### config.mk
export PLATFORM = sky130hd
export DESIGN_NAME = ctw_core_timer
export DESIGN_NICKNAME = d
export VERILOG_FILES = /design/src/hw/ctw_pkg.sv /design/src/hw/ctw_link_if.sv /design/src/hw/ctw_por_seq.sv /design/src/hw/ctw_wdog.sv /design/src/hw/ctw_core_timer.sv
export VERILOG_INCLUDE_DIRS = /design/src /design/src/hw
export SDC_FILE = /design/constraint.sdc
export NUM_CORES = 1
export LEC_CHECK = 0
export ABC_AREA = 1
export BUFFER_PORTS_ARGS = -buffer_cell sky130_fd_sc_hd__buf_2
export CAP_MARGIN = 10
export CORE_AREA = 3 3 83 85
export CTS_BUF_LIST = sky130_fd_sc_hd__clkbuf_8 sky130_fd_sc_hd__clkbuf_16
export DETAILED_ROUTE_END_ITERATION = 7
export DIE_AREA = 0 0 86 88
export PLACE_DENSITY_LB_ADDON = 0.1
export SYNTH_ARGS = -nofsm -noshare
export SYNTH_HDL_FRONTEND = slang
export SYNTH_SLANG_ARGS = --single-unit
### constraint.sdc
create_clock -name clk -period 1.4 [get_ports clk]
set_input_delay 0.14 -clock clk [delete_from_list [all_inputs] [get_ports clk]]
set_output_delay 0.14 -clock clk [all_outputs]
set_load 0.01 [all_outputs]
### src/hw/ctw_params.svh
// Holds the named constants of the core timer chain.
// Assumes inclusion by bare name from every design file that needs it.
`ifndef CTW_PARAMS_SVH
`define CTW_PARAMS_SVH

// ***********************************************************************
// Register addresses
// ***********************************************************************
`define CTW_ADDR_W        14
`define CTW_OFS_STATUS    14'h0008
`define CTW_OFS_COUNT     14'h0009
`define CTW_OFS_WDOG      14'h3FF0

// ***********************************************************************
// Status and control fields
// ***********************************************************************
`define CTW_BIT_OVF_FLAG   7
`define CTW_BIT_PER_FLAG   6
`define CTW_BIT_OVF_IE     5
`define CTW_BIT_PER_IE     4
`define CTW_BIT_OVF_CLR    3
`define CTW_BIT_PER_CLR    2
`define CTW_BIT_RATE_HI    1
`define CTW_BIT_RATE_LO    0
`define CTW_BIT_WDOG_CLR   0
`define CTW_RATE_RESET     2'h3
`define CTW_COUNT_RESET    8'h00
`define CTW_RDATA_RESET    8'h00

// ***********************************************************************
// Chain layout and timing
// ***********************************************************************
`define CTW_CHAIN_W       17
`define CTW_CHAIN_ZERO    17'h00000
`define CTW_CHAIN_ONE     17'h00001
`define CTW_PRE_MASK      17'h00003
`define CTW_OVF_MASK      17'h003FF
`define CTW_CNT_LSB       2
`define CTW_CNT_MSB       9
`define CTW_PER_MASK0     17'h03FFF
`define CTW_PER_MASK1     17'h07FFF
`define CTW_PER_MASK2     17'h0FFFF
`define CTW_PER_MASK3     17'h1FFFF
`define CTW_POR_CYCLES    4064
`define CTW_POR_W         12
`define CTW_WDOG_W        3
`define CTW_WDOG_LAST     3'h7
`define CTW_WDOG_ZERO     3'h0
`define CTW_WDOG_ONE      3'h1

`endif

### src/hw/ctw_pkg.sv
// Holds the types shared by the core timer modules.
// Assumes nothing beyond a SystemVerilog compiler.
package ctw_pkg;

  // Power-on sequencer states, Gray along the path
  typedef enum logic [1:0] {
    CTW_POR_COUNT = 2'h0,
    CTW_POR_RUN   = 2'h1
  } ctw_por_state_t;

endpackage

### src/hw/ctw_link_if.sv
// Carries signals between the timer top and its helper modules.
// Assumes all parties run on the one system clock.
`timescale 1ns/10ps
`default_nettype none

interface ctw_link_if;
  logic porActive;
  logic porDone;
  logic periodicTick;
  logic wdogClear;
  logic wdogExpire;
  logic chainClear;

  modport top (
    input  porActive, porDone, wdogExpire,
    output periodicTick, wdogClear, chainClear
  );
  modport por (
    output porActive, porDone
  );
  modport wdog (
    input  periodicTick, wdogClear, chainClear,
    output wdogExpire
  );
endinterface

`default_nettype wire

### src/hw/ctw_por_seq.sv
// Holds the power-on sequencer that counts the release delay.
// Assumes reset_n is the power-on reset of the device.
`timescale 1ns/10ps
`default_nettype none
`include "ctw_params.svh"

module ctw_por_seq #(
  parameter int PorCycles = `CTW_POR_CYCLES
) (
  // Clock and reset
  input wire logic  clk,
  input wire logic  reset_n,
  // Link to top
  ctw_link_if.por   link
);

  localparam logic [`CTW_POR_W-1:0] PorLast = `CTW_POR_W'(PorCycles - 1);

  ctw_pkg::ctw_por_state_t state;
  logic [`CTW_POR_W-1:0]   porCount;

  // ***********************************************************************
  // Delay count
  // ***********************************************************************
  always_ff @(posedge clk or negedge reset_n) begin
    if (!reset_n) begin
      state         <= ctw_pkg::CTW_POR_COUNT;
      porCount      <= '0;
      link.porDone  <= 1'b0;
    end else begin
      link.porDone <= 1'b0;
      case (state)
        ctw_pkg::CTW_POR_COUNT: begin
          if (porCount == PorLast) begin
            state        <= ctw_pkg::CTW_POR_RUN;
            link.porDone <= 1'b1;
          end else begin
            porCount <= porCount + 1'b1;
          end
        end
        ctw_pkg::CTW_POR_RUN: begin
          state <= ctw_pkg::CTW_POR_RUN;
        end
        default: begin
          state <= ctw_pkg::CTW_POR_COUNT;
        end
      endcase
    end
  end

  assign link.porActive = (state != ctw_pkg::CTW_POR_RUN);

  property p_por_len;
    @(posedge clk) disable iff (!reset_n)
    $rose(link.porDone) |-> porCount == PorLast;
  endproperty
  a_por_len: assert property (p_por_len)
    else $error("power-on release at wrong count");

endmodule

`default_nettype wire

### src/hw/ctw_wdog.sv
// Holds the divide-by-eight watchdog stage after the periodic tap.
// Assumes periodicTick is a one-cycle pulse per selected period.
`timescale 1ns/10ps
`default_nettype none
`include "ctw_params.svh"

module ctw_wdog #(
  parameter bit WdogEnable = 1'b1
) (
  // Clock and reset
  input wire logic  clk,
  input wire logic  reset_n,
  // Link to top
  ctw_link_if.wdog  link
);

  logic [`CTW_WDOG_W-1:0] stage;

  // ***********************************************************************
  // Final divider
  // ***********************************************************************
  always_ff @(posedge clk or negedge reset_n) begin
    if (!reset_n) begin
      stage           <= `CTW_WDOG_ZERO;
      link.wdogExpire <= 1'b0;
    end else begin
      link.wdogExpire <= 1'b0;
      if (link.chainClear || link.wdogClear) begin
        stage <= `CTW_WDOG_ZERO;
      end else if (link.periodicTick) begin
        stage <= stage + `CTW_WDOG_ONE;
        if (stage == `CTW_WDOG_LAST) begin
          link.wdogExpire <= WdogEnable;
        end
      end
    end
  end

  property p_clear;
    @(posedge clk) disable iff (!reset_n)
    link.wdogClear |=> stage == `CTW_WDOG_ZERO && !link.wdogExpire;
  endproperty
  a_clear: assert property (p_clear)
    else $error("watchdog clear did not reset final stage");

  property p_expire;
    @(posedge clk) disable iff (!reset_n)
    link.wdogExpire |-> $past(stage) == `CTW_WDOG_LAST &&
                        $past(link.periodicTick);
  endproperty
  a_expire: assert property (p_expire)
    else $error("watchdog expired early");

endmodule

`default_nettype wire

### src/hw/ctw_core_timer.sv
// Holds the core timer top: chain, flags, registers, watchdog and reset.
// Assumes a CPU bus with one-cycle read and write strobes, synchronous.
`timescale 1ns/10ps
`default_nettype none
`include "ctw_params.svh"

// How it works
// - Divide-by-four prescaler clocks 8-bit counter
// - Counter overflow every 1024 clocks
// - Overflow flag sets on FF to 00
// - Overflow flag with enable requests interrupt
// - Periodic taps at 2^14..2^17 via selector
// - Periodic flag sets on selected tap
// - Periodic flag with enable requests interrupt
// - Reset clears both flags and enables
// - Overflow clear bit reads zero, one clears
// - Periodic clear bit reads zero, one clears
// - Rate select picks 2^14 to 2^17
// - Reset sets both rate select bits
// - Watchdog counts periodic output by eight
// - Watchdog expiry raises internal reset
// - Clear resets only final eight-stage
// - Count register at 09 reads counter
// - Power-on counts 4064 then clears chain
// - External reset clears whole chain
// - Chain runs in wait, irq wakes
// - Status and control register at 08
module ctw_core_timer #(
  parameter bit WdogEnable = 1'b1,
  parameter int PorCycles  = `CTW_POR_CYCLES
) (
  // Clock and power-on reset
  input  wire logic                   clk,
  input  wire logic                   reset_n,
  // External reset pin and wait mode
  input  wire logic                   extReset_n,
  input  wire logic                   waitMode,
  // CPU register port
  input  wire logic [`CTW_ADDR_W-1:0] addr,
  input  wire logic                   wrEn,
  input  wire logic                   rdEn,
  input  wire logic [7:0]             wrData,
  output var  logic [7:0]             rdData,
  // Interrupt, wake and reset requests
  output var  logic                   irqReq,
  output var  logic                   wakeReq,
  output var  logic                   cpuResetReq,
  output var  logic                   porBusy
);

  ctw_link_if link ();

  logic [`CTW_CHAIN_W-1:0] chainCount;
  logic [7:0]              countValue;
  logic                    overflowFlag;
  logic                    periodicFlag;
  logic                    overflowIrqEnable;
  logic                    periodicIrqEnable;
  logic [1:0]              rateSelect;
  logic [`CTW_CHAIN_W-1:0] perMask;
  logic                    ovfEvent;
  logic                    preTick;
  logic                    intReset;
  logic                    wrStatus;
  logic                    rdStatus;
  logic                    rdCount;
  logic [7:0]              statusValue;
  logic                    next_irqReq;

  // ***********************************************************************
  // Helper modules
  // ***********************************************************************
  ctw_por_seq #(
    .PorCycles (PorCycles)
  ) u_por (
    .clk     (clk),
    .reset_n (reset_n),
    .link    (link.por)
  );

  ctw_wdog #(
    .WdogEnable (WdogEnable)
  ) u_wdog (
    .clk     (clk),
    .reset_n (reset_n),
    .link    (link.wdog)
  );

  // ***********************************************************************
  // Decode and internal reset
  // ***********************************************************************
  assign wrStatus = wrEn && addr == `CTW_OFS_STATUS;
  assign rdStatus = rdEn && addr == `CTW_OFS_STATUS;
  assign rdCount  = rdEn && addr == `CTW_OFS_COUNT;

  assign link.wdogClear = wrEn && addr == `CTW_OFS_WDOG &&
                          !wrData[`CTW_BIT_WDOG_CLR];
  assign intReset = !extReset_n || link.porActive || link.wdogExpire;
  assign link.chainClear = !extReset_n || link.porDone ||
                           link.wdogExpire;

  // ***********************************************************************
  // Timer chain
  // ***********************************************************************
  always_ff @(posedge clk or negedge reset_n) begin
    if (!reset_n) begin
      chainCount <= `CTW_CHAIN_ZERO;
    end else if (link.chainClear) begin
      chainCount <= `CTW_CHAIN_ZERO;
    end else begin
      chainCount <= chainCount + `CTW_CHAIN_ONE;
    end
  end

  assign countValue = chainCount[`CTW_CNT_MSB:`CTW_CNT_LSB];
  assign preTick    = (chainCount & `CTW_PRE_MASK) == `CTW_PRE_MASK;
  assign ovfEvent   = (chainCount & `CTW_OVF_MASK) == `CTW_OVF_MASK &&
                      !link.chainClear;

  always_comb begin
    case (rateSelect)
      2'h0:    perMask = `CTW_PER_MASK0;
      2'h1:    perMask = `CTW_PER_MASK1;
      2'h2:    perMask = `CTW_PER_MASK2;
      2'h3:    perMask = `CTW_PER_MASK3;
      default: perMask = `CTW_PER_MASK3;
    endcase
  end

  assign link.periodicTick = (chainCount & perMask) == perMask &&
                             !link.chainClear;

  // ***********************************************************************
  // Status and control register
  // ***********************************************************************
  always_ff @(posedge clk or negedge reset_n) begin
    if (!reset_n) begin
      overflowIrqEnable <= 1'b0;
      periodicIrqEnable <= 1'b0;
      rateSelect        <= `CTW_RATE_RESET;
    end else if (intReset) begin
      overflowIrqEnable <= 1'b0;
      periodicIrqEnable <= 1'b0;
      rateSelect        <= `CTW_RATE_RESET;
    end else if (wrStatus) begin
      overflowIrqEnable <= wrData[`CTW_BIT_OVF_IE];
      periodicIrqEnable <= wrData[`CTW_BIT_PER_IE];
      rateSelect <= {wrData[`CTW_BIT_RATE_HI], wrData[`CTW_BIT_RATE_LO]};
    end
  end

  // Flags: a set in the same cycle as a clear wins
  always_ff @(posedge clk or negedge reset_n) begin
    if (!reset_n) begin
      overflowFlag <= 1'b0;
    end else if (intReset) begin
      overflowFlag <= 1'b0;
    end else if (ovfEvent) begin
      overflowFlag <= 1'b1;
    end else if (wrStatus && wrData[`CTW_BIT_OVF_CLR]) begin
      overflowFlag <= 1'b0;
    end
  end

  always_ff @(posedge clk or negedge reset_n) begin
    if (!reset_n) begin
      periodicFlag <= 1'b0;
    end else if (intReset) begin
      periodicFlag <= 1'b0;
    end else if (link.periodicTick) begin
      periodicFlag <= 1'b1;
    end else if (wrStatus && wrData[`CTW_BIT_PER_CLR]) begin
      periodicFlag <= 1'b0;
    end
  end

  always_comb begin
    statusValue = 8'h00;
    statusValue[`CTW_BIT_OVF_FLAG] = overflowFlag;
    statusValue[`CTW_BIT_PER_FLAG] = periodicFlag;
    statusValue[`CTW_BIT_OVF_IE]   = overflowIrqEnable;
    statusValue[`CTW_BIT_PER_IE]   = periodicIrqEnable;
    statusValue[`CTW_BIT_RATE_HI]  = rateSelect[1];
    statusValue[`CTW_BIT_RATE_LO]  = rateSelect[0];
  end

  // ***********************************************************************
  // Read port
  // ***********************************************************************
  always_ff @(posedge clk or negedge reset_n) begin
    if (!reset_n) begin
      rdData <= `CTW_RDATA_RESET;
    end else if (rdStatus) begin
      rdData <= statusValue;
    end else if (rdCount) begin
      rdData <= countValue;
    end else if (rdEn) begin
      rdData <= `CTW_RDATA_RESET;
    end
  end

  // ***********************************************************************
  // Interrupt, wake and reset outputs
  // ***********************************************************************
  assign next_irqReq = (overflowFlag && overflowIrqEnable) ||
                       (periodicFlag && periodicIrqEnable);

  always_ff @(posedge clk or negedge reset_n) begin
    if (!reset_n) begin
      irqReq      <= 1'b0;
      wakeReq     <= 1'b0;
      cpuResetReq <= 1'b0;
      porBusy     <= 1'b1;
    end else begin
      irqReq      <= next_irqReq;
      wakeReq     <= next_irqReq && waitMode;
      cpuResetReq <= link.wdogExpire;
      porBusy     <= link.porActive;
    end
  end

  // ***********************************************************************
  // Checks
  // ***********************************************************************
  property p_count_step;
    @(posedge clk) disable iff (!reset_n)
    preTick && !link.chainClear |=> countValue == $past(countValue) + 8'h01;
  endproperty
  a_count_step: assert property (p_count_step)
    else $error("count did not step after four clocks");

  property p_count_hold;
    @(posedge clk) disable iff (!reset_n)
    !preTick && !link.chainClear |=> countValue == $past(countValue);
  endproperty
  a_count_hold: assert property (p_count_hold)
    else $error("count moved between prescaler ticks");

  property p_ovf_set;
    @(posedge clk) disable iff (!reset_n)
    ovfEvent && !intReset |=> overflowFlag && countValue == 8'h00;
  endproperty
  a_ovf_set: assert property (p_ovf_set)
    else $error("overflow flag missed at wrap");

  property p_irq;
    @(posedge clk) disable iff (!reset_n)
    (overflowFlag && overflowIrqEnable) || (periodicFlag && periodicIrqEnable)
      |=> irqReq;
  endproperty
  a_irq: assert property (p_irq)
    else $error("enabled flag gave no interrupt request");

  property p_per_set;
    @(posedge clk) disable iff (!reset_n)
    link.periodicTick && !intReset |=> periodicFlag;
  endproperty
  a_per_set: assert property (p_per_set)
    else $error("periodic flag missed at tap");

  property p_clr_bits_zero;
    @(posedge clk) disable iff (!reset_n)
    rdStatus |=> rdData[`CTW_BIT_OVF_CLR] == 1'b0 &&
                 rdData[`CTW_BIT_PER_CLR] == 1'b0;
  endproperty
  a_clr_bits_zero: assert property (p_clr_bits_zero)
    else $error("clear bits did not read as zero");

  property p_reset_state;
    @(posedge clk) disable iff (!reset_n)
    intReset |=> rateSelect == `CTW_RATE_RESET && !overflowFlag &&
                 !periodicFlag && !overflowIrqEnable && !periodicIrqEnable;
  endproperty
  a_reset_state: assert property (p_reset_state)
    else $error("reset left control state dirty");

  property p_count_read;
    @(posedge clk) disable iff (!reset_n)
    rdCount |=> rdData == $past(countValue);
  endproperty
  a_count_read: assert property (p_count_read)
    else $error("count read returned wrong value");

  property p_ext_clear;
    @(posedge clk) disable iff (!reset_n)
    !extReset_n |=> chainCount == `CTW_CHAIN_ZERO;
  endproperty
  a_ext_clear: assert property (p_ext_clear)
    else $error("external reset left chain running");

  property p_tick_period;
    @(posedge clk) disable iff (!reset_n)
    link.periodicTick |-> ovfEvent && countValue == 8'hFF;
  endproperty
  a_tick_period: assert property (p_tick_period)
    else $error("periodic tick off the selected tap");

  property p_irq_quiet;
    @(posedge clk) disable iff (!reset_n)
    !(overflowFlag && overflowIrqEnable) &&
      !(periodicFlag && periodicIrqEnable) |=> !irqReq;
  endproperty
  a_irq_quiet: assert property (p_irq_quiet)
    else $error("interrupt request without an enabled flag");

  property p_wake;
    @(posedge clk) disable iff (!reset_n)
    wakeReq |-> irqReq && $past(waitMode);
  endproperty
  a_wake: assert property (p_wake)
    else $error("wake request outside wait mode");

  property p_ovf_clear;
    @(posedge clk) disable iff (!reset_n)
    wrStatus && wrData[`CTW_BIT_OVF_CLR] && !ovfEvent |=> !overflowFlag;
  endproperty
  a_ovf_clear: assert property (p_ovf_clear)
    else $error("overflow clear bit did not clear flag");

  property p_per_clear;
    @(posedge clk) disable iff (!reset_n)
    wrStatus && wrData[`CTW_BIT_PER_CLR] && !link.periodicTick
      |=> !periodicFlag;
  endproperty
  a_per_clear: assert property (p_per_clear)
    else $error("periodic clear bit did not clear flag");

  property p_ovf_hold;
    @(posedge clk) disable iff (!reset_n)
    overflowFlag && !intReset && !(wrStatus && wrData[`CTW_BIT_OVF_CLR])
      |=> overflowFlag;
  endproperty
  a_ovf_hold: assert property (p_ovf_hold)
    else $error("overflow flag dropped without a clear");

  property p_rate_write;
    @(posedge clk) disable iff (!reset_n)
    wrStatus && !intReset |=>
      rateSelect[1] == $past(wrData[`CTW_BIT_RATE_HI]) &&
      rateSelect[0] == $past(wrData[`CTW_BIT_RATE_LO]);
  endproperty
  a_rate_write: assert property (p_rate_write)
    else $error("rate select write not taken");

  property p_unmapped_read;
    @(posedge clk) disable iff (!reset_n)
    rdEn && !rdStatus && !rdCount |=> rdData == `CTW_RDATA_RESET;
  endproperty
  a_unmapped_read: assert property (p_unmapped_read)
    else $error("unmapped read returned nonzero data");

endmodule

`default_nettype wire

==> out/qor.tcl, run 1 <==
set qor(cp_data_required_time_ns) 1.61
set qor(synthTopCellsByCount) {92 x nand2_1, 50 x dfrtp_1, 41 x nor2_1}
set qor(tritoncts) {yes}
set qor(data_arrival_at_the_endpoint_of_the_critical_path_ns) 1.65
set qor(route.antenna.remaining_nets) 0
set qor(post_drt_via_cell_ratio) 4.83
set qor(place_inst) 481
set qor(area.sequential_um2) 1330
set qor(multi_input_comb_area_um2) 1380
set qor(yosysTopAreaCellShare_pct) 45.6
set qor(worstMarginPinSlew_ns) 0.479
set qor(fin_total_pwr_mw) 2.59
set qor(hold_viol_final) 0
set qor(violation_count_after_the_first_detailed_route_iteration) 113
set qor(grtUsageTotal_pct) 16.7
set qor(crit_path_start_kind) {flip-flop}
set qor(setup_violations) 5
set qor(share_of_post_route_cells_with_drive_strength_above_1_pct) 29.5
set qor(drt-met1-wl_um) 2970
set qor(synthesis.instances) 343
set qor(final_net_count) 452
set qor(achievable-frequency_ghz) 0.697
set qor(detailed_place_hpwl_um) 4530
set qor(rsz0062_at_grt) {yes}
set qor(async_reset_ff_share_pct) 100
set qor(drt_pass1_iterations) 4
set qor(dr_wl_met2_um) 2830
set qor(gp_routability_congestion) 0.840
set qor(cts_inserted_buffers) 5
set qor(failed_checks) {negative setup slack}
set qor(final_worst_clock_skew_ns) 0.00566
set qor(ioPinCount) 40
set qor(grt_antenna_before_repair) 0
set qor(maximum_number_of_pins_on_one_net_before_global_route_repair) 26
set qor(final_ws_setup_ns) -0.0354
set qor(min_hold_slack_ns) 0.0371
set qor(synth_seq_area_share_pct) 48.5
set qor(routed_wirelength_um) 6170
set qor(yosys-top-cells-area) {dfrtp_1 46%, nand2_1 13%, nor2_1 5.6%}
set qor(timing.final.max_slew_violations) 0
set qor(fin_crit_sh_pct) 103
set qor(worstSetupEndpointType) {flip-flop}
set qor(buffer_ports.inserted) 37
set qor(post_synth_instance_area_um2) 2740
set qor(first_global_vias) 2279
set qor(dr_wl_met3_um) 309
set qor(powerDensity_nw_per_um2) 731
set qor(synth_cell_type_count) 33
set qor(die_y_um) 88
set qor(sink_count) 53
set qor(ys_seq_elements) 53
set qor(synthesis.area_per_instance_um2) 7.99
set qor(synthFlopType) {dfrtp_1}
set qor(synthesis.nets) 375
set qor(grt_first_pass_wirelength_um) 10100
set qor(dieArea_um2) 7570
set qor(routed.top_layer) {met4}
set qor(ys.warnings.count) 0
set qor(pre_cts_ws_ns) -0.0501
set qor(vdd.ir_drop.worst_mv) 0.364
set qor(via_count) 2406
set qor(layout.cells.non_filler) 498
set qor(yosysMostFrequentCell) {nand2_1}
set qor(timing.max_cap.violations) 0
set qor(design.core.area_um2) 6280
set qor(antenna-diode-count) 0
set qor(leakage_component_of_the_power_nw) 1.67
set qor(setup.worst_path.class) {reg -> reg}
set qor(max-clock-path-buffers) 2
set qor(outcome) {finished, violations left}
set qor(initial_utilization_pct) 43.7
set qor(post_drt_wl_per_cell_um) 12.4
set qor(finalCriticalPeriod_ns) 1.44
set qor(timing.hold.worst.class) {in -> reg}
set qor(clk_pin_slew_worst_paths_ns) 0.10
set qor(chipWidth_um) 86
set qor(relSlewSlack_pct) 68.1
set qor(synth_enable_flop_cells) 0
set qor(worstPathMaxFanout) 6
set qor(final.fill_count) 581
set qor(synth.largest_area_cell) {dfrtp_1}
set qor(cts_root_buf) {clkbuf_8}
set qor(final_core_util_pct) 56.5
set qor(clk_lat_worst_skew_ns) 0.31
set qor(synthToLayoutAreaGrowth_pct) 29.3
set qor(fp-row-count) 29
set qor(grt_overflow) 0
set qor(drc_errors) 0
set qor(htree_levels) 2
area by class of cell:
class,instances,area share [%]
clock buffers,5,1.94
clock inverters,3,0.600
inverters,36,4.02
multi-input cells,249,38.8
flip-flops and latches,53,37.5
well taps,77,2.72
repair buffers,74,14.2
repair inverters,1,0.176
kinds of logic after synthesis:
group                    share of synthesized area, %
AO/OA/AOI/OAI                                    6.62
AND/OR/NAND/NOR                                  34.3
adder cells (fa/ha/maj)                          1.83
flip-flops                                       48.5
buffers and inverters                            6.21
XOR/XNOR                                         2.56
path summary, 6_finish.rpt:
check,startpoint,endpoint,slack (ns),cells after the start
max,chainCount[1],u_wdog.stage[0],-0.04,8
min,waitMode,wakeReq,0.04,2
max reg2reg,chainCount[1],u_wdog.stage[0],-0.04,8
min reg2reg,u_wdog.link.wdogExpire,cpuResetReq,0.39,0
max in group asynchronous,reset_n,u_por.porCount[0],0.56,3
min in group asynchronous,reset_n,periodicFlag,0.31,2
what timing repair did:
action / in CTS / in global routing
pin swaps: 2 / 10
hold buffers: 1 / 0
resized for setup: 3 / 38
setup endpoints to repair: 5 / 27
hold endpoints to repair: 14 / 0
setup buffers: 0 / 6
cloned: 0 / 2
placed cells by master (no fill, tap or decap), types with 4 or more instances in the layout:
cell type,count
nand2_1,90
nand2_2,5
o21ai_1,6
nor2_4,5
nand4_1,13
inv_1,30
nor2_1,40
nand3_4,4
nand3_2,5
clkbuf_8,5
dfrtp_1,50
a21oi_1,9
xor2_1,5
buf_2,37
nor3_1,4
nand3_1,24
o21ai_0,8
nor3_2,5
buf_4,33
critical path: stages (launching register included):
cell and delay (ns):
dfrtp_1 0.37, ha_2 0.19, nand2_2 0.07, nor2_4 0.15, nand3_4 0.10, nor2_4 0.21
nand3_4 0.13, nand3_2 0.08, nand2_1 0.05
state kept, by name, summed over array words and instances, names as in the netlist:
| name | count |
|---|---|
| u_por.link.porDone | 1 |
| overflowFlag | 1 |
| u_por.state | 1 |
| overflowIrqEnable | 1 |
| cpuResetReq | 1 |
| wakeReq | 1 |
| u_wdog.stage | 3 |
| periodicIrqEnable | 1 |
| chainCount | 17 |
| rateSelect | 2 |
| u_por.porCount | 12 |
| u_wdog.link.wdogExpire | 1 |
| periodicFlag | 1 |
| porBusy | 1 |
| rdData | 8 |
| irqReq | 1 |
power breakdown:
group	switching, mW	internal, mW	total [mW]
Combinational	0.0925	0.0644	0.157
Clock	0.535	0.356	0.891
Sequential	0.00527	1.54	1.54
through the flow:
step                TNS, ns  area (um2)
global route          -1.37        3540
global placement    -0.0588        3230
finish               -0.120        3540
floorplan                 0        2750
CTS                  -0.231        3340
detailed placement   -0.174        3230
routing by layer:
layer	up-vias	track usage, %
met5	-	0
met4	0	5.04
met3	7	3.48
met2	54	27.1
met1	1073	22.4
li1	1272	-
No activity file was read; power rests on OpenSTA's default activity.
==> run 2: changes to the inputs <==
CORE_AREA = 3 3 81 83   (was 3 3 83 85)
DIE_AREA = 0 0 84 86   (was 0 0 86 88)
==> run 2 against run 1 <==
Net effect:
- the run still ends with negative setup slack left
- sequential power is essentially flat
- die area shrank 4.5%
- non-clock buffer count decreased by 5
- clock skew is 0.0061 ns higher
- global-route usage increased by 1.1 points
==> out/qor.tcl, run 2 (synthesis gave the netlist of run 1 again) <==
set qor(outcome) {finished, violations left} ;# unchanged
set qor(failed_checks) {negative setup slack} ;# unchanged
set qor(setup_violations) 6 ;# was 5
set qor(fp-row-count) 28 ;# was 29
set qor(rsz0062_at_grt) {yes} ;# unchanged
set qor(worstPathMaxFanout) 6 ;# unchanged
set qor(cp_data_required_time_ns) 1.60 ;# was 1.61 ns
set qor(final_std_cell_area_no_fill_um2) 3440 ;# was 3540 um2
set qor(powerDensity_nw_per_um2) 774 ;# was 731 nW/um2
set qor(sink_count) 53 ;# unchanged
set qor(layout.cells.non_filler) 490 ;# was 498
set qor(grt_overflow) 0 ;# unchanged
set qor(largest_register_ffs) 17 ;# unchanged
set qor(pre_cts_ws_ns) -0.0539 ;# was -0.0501 ns
set qor(synthToLayoutAreaGrowth_pct) 25.3 ;# was 29.3%
set qor(timing.final.max_slew_violations) 0 ;# unchanged
set qor(cts_inserted_buffers) 5 ;# unchanged
set qor(violation_count_after_the_first_detailed_route_iteration) 93 ;# was 113
set qor(gr_peak_layer) {met2} ;# unchanged
set qor(maximum_number_of_pins_on_one_net_before_global_route_repair) 25 ;# was 26
set qor(max-clock-path-buffers) 2 ;# unchanged
set qor(fin_total_pwr_mw) 2.66 ;# was 2.59 mW
set qor(mostFrequentLayoutCell) {nand2_1} ;# unchanged
set qor(detailed_place_hpwl_um) 4660 ;# was 4530 um
set qor(via_count) 2412 ;# was 2406
set qor(global_route.usage.met3_pct) 3.94 ;# was 3.48%
set qor(initial_utilization_pct) 46.3 ;# was 43.7%
set qor(grtUsageTotal_pct) 17.8 ;# was 16.7%
set qor(leakage_component_of_the_power_nw) 1.64 ;# was 1.67 nW
set qor(crit_path_start_kind) {flip-flop} ;# unchanged
set qor(die_y_um) 86 ;# was 88 um
set qor(hold_viol_final) 0 ;# unchanged
set qor(data_arrival_at_the_endpoint_of_the_critical_path_ns) 1.65 ;# about the same
set qor(reg_top3) {chainCount: 17 flops, u_por.porCount: 12 flops, rdData: 8 flops} ;# unchanged
set qor(share_of_post_route_cells_with_drive_strength_above_1_pct) 27.2 ;# was 29.5%
set qor(first_global_vias) 2296 ;# was 2279
set qor(layout.cells.most_common_list) {90 x nand2_1, 50 x dfrtp_1, 40 x nor2_1} ;# unchanged
set qor(drc_errors) 0 ;# unchanged
set qor(worst_hold_path.num_cells) 2 ;# unchanged
set qor(cts_root_buf) {clkbuf_8} ;# unchanged
set qor(setup.worst_path.class) {reg -> reg} ;# unchanged
set qor(timing.hold.worst.class) {in -> reg} ;# unchanged
set qor(multi_input_comb_area_um2) 1330 ;# was 1380 um2
set qor(antenna-diode-count) 0 ;# unchanged
set qor(tritoncts) {yes} ;# unchanged
set qor(chipWidth_um) 84 ;# was 86 um
set qor(dieArea_um2) 7220 ;# was 7570 um2
set qor(placement.cell_area_um2) 3220 ;# was 3230 um2
set qor(final_ws_setup_ns) -0.0447 ;# was -0.0354 ns
set qor(met1_usage_pct) 23.6 ;# was 22.4%
set qor(vdd.ir_drop.worst_mv) 0.444 ;# was 0.364 mV
set qor(crit-reg2reg-capture) {u_wdog.stage[1]} ;# was u_wdog.stage[0]
set qor(post_drt_wl_per_cell_um) 12.3 ;# was 12.4 um
set qor(final.fill_count) 578 ;# was 581
set qor(area.sequential_um2) 1330 ;# unchanged
set qor(drt_pass1_iterations) 6 ;# was 4
set qor(finalCriticalPeriod_ns) 1.44 ;# about the same
set qor(final_core_util_pct) 58.0 ;# was 56.5%
set qor(final_net_count) 446 ;# was 452
set qor(achievable-frequency_ghz) 0.692 ;# was 0.697 GHz
set qor(post_drt_via_cell_ratio) 4.92 ;# was 4.83
set qor(startpoint_of_the_tightest_hold_check_path) {waitMode} ;# unchanged
set qor(buffer_ports.inserted) 37 ;# unchanged
set qor(relSlewSlack_pct) 73.5 ;# was 68.1%
set qor(timing.max_cap.violations) 0 ;# unchanged
set qor(grt_antenna_before_repair) 0 ;# unchanged
set qor(routed_wirelength_um) 6050 ;# was 6170 um
set qor(worstMarginPinSlew_ns) 0.398 ;# was 0.479 ns
set qor(gp_routability_congestion) 0.844 ;# was 0.840
set qor(met2_usage_pct) 30.2 ;# was 27.1%
set qor(grt_first_pass_wirelength_um) 10500 ;# was 10100 um
set qor(worst_r2r_path_cells) 8 ;# unchanged
set qor(largest-register) {chainCount} ;# unchanged
set qor(route.antenna.remaining_nets) 0 ;# unchanged
set qor(htree_levels) 2 ;# unchanged
set qor(ioPinCount) 40 ;# unchanged
set qor(final_worst_clock_skew_ns) 0.0117 ;# was 0.00566 ns
set qor(whs_endpoint) {wakeReq} ;# unchanged
set qor(worstSetupEndpointType) {flip-flop} ;# unchanged
set qor(clk_pin_slew_worst_paths_ns) 0.10 ;# about the same
set qor(worst-r2r-setup-slack_ns) -0.04 ;# about the same
set qor(design.core.area_um2) 5920 ;# was 6280 um2
set qor(reg2reg_from) {chainCount[1]} ;# unchanged
set qor(clk_lat_worst_skew_ns) 0.31 ;# about the same
set qor(place_inst) 479 ;# was 481
set qor(fin_crit_sh_pct) 103 ;# about the same
[run 2: where the power goes]
| group | switching (mW) | internal [mW] |
|---|---|---|
| Sequential | 0.00494 | 1.54 |
| Combinational | 0.0941 | 0.0647 |
| Clock | 0.509 | 0.448 |
[run 2: area by class of cell]
type / count / area share (%)
well taps: 75 / 2.73
repair buffers: 69 / 12.9
flip-flops and latches: 53 / 38.7
inverters: 36 / 4.08
clock buffers: 7 / 2.80
multi-input cells: 249 / 38.6
clock inverters: 1 / 0.146
[run 2: metrics by stage]
| stage | setup TNS [ns] | hold slack, ns |
|---|---|---|
| final | -0.214 | 0.0481 |
| after global routing | -1.17 | 0.0491 |
| after CTS | -0.174 | 0.0467 |
| after detailed placement | -0.228 | 0.0882 |
| after global placement | -0.0291 | 0.0880 |
| after floorplan | 0 | -0.156 |
[run 2: worst max path at each step]
stage                            from                     end  slack [ns]  cells after the start
floorplan           u_por.porCount[0]       u_por.porCount[4]        0.03                      9
global placement        chainCount[0]  u_wdog.link.wdogExpire       -0.02                      8
detailed placement      chainCount[1]  u_wdog.link.wdogExpire       -0.05                      8
CTS                     chainCount[1]         u_wdog.stage[0]       -0.04                      8
global route            chainCount[0]         u_wdog.stage[0]       -0.15                      8
finish                  chainCount[1]         u_wdog.stage[1]       -0.04                      8
[run 2: timing repair]
item                                   in CTS  in global routing
setup buffers                               1                  1
pin swaps                                   2                  8
hold buffers                                1                  0
gates resized for setup                     4                 20
setup endpoints to repair                   7                 19
endpoints found under the hold margin      12                  0
[run 2: critical path, stage by stage, from the launching register on]
cell,delay [ns]
dfrtp_1,0.37
ha_2,0.19
nand2_2,0.07
nor2_4,0.11
nand3_2,0.12
nor2_4,0.21
nand3_4,0.12
nand3_1,0.09
nand2_1,0.05
[run 2: metal layers]
metal  part of all wire (%)  wire length [um]
met1                     49              2940
met2                     47              2810
met3                    4.2               252
met4                   0.74                45
met5                      0                 0
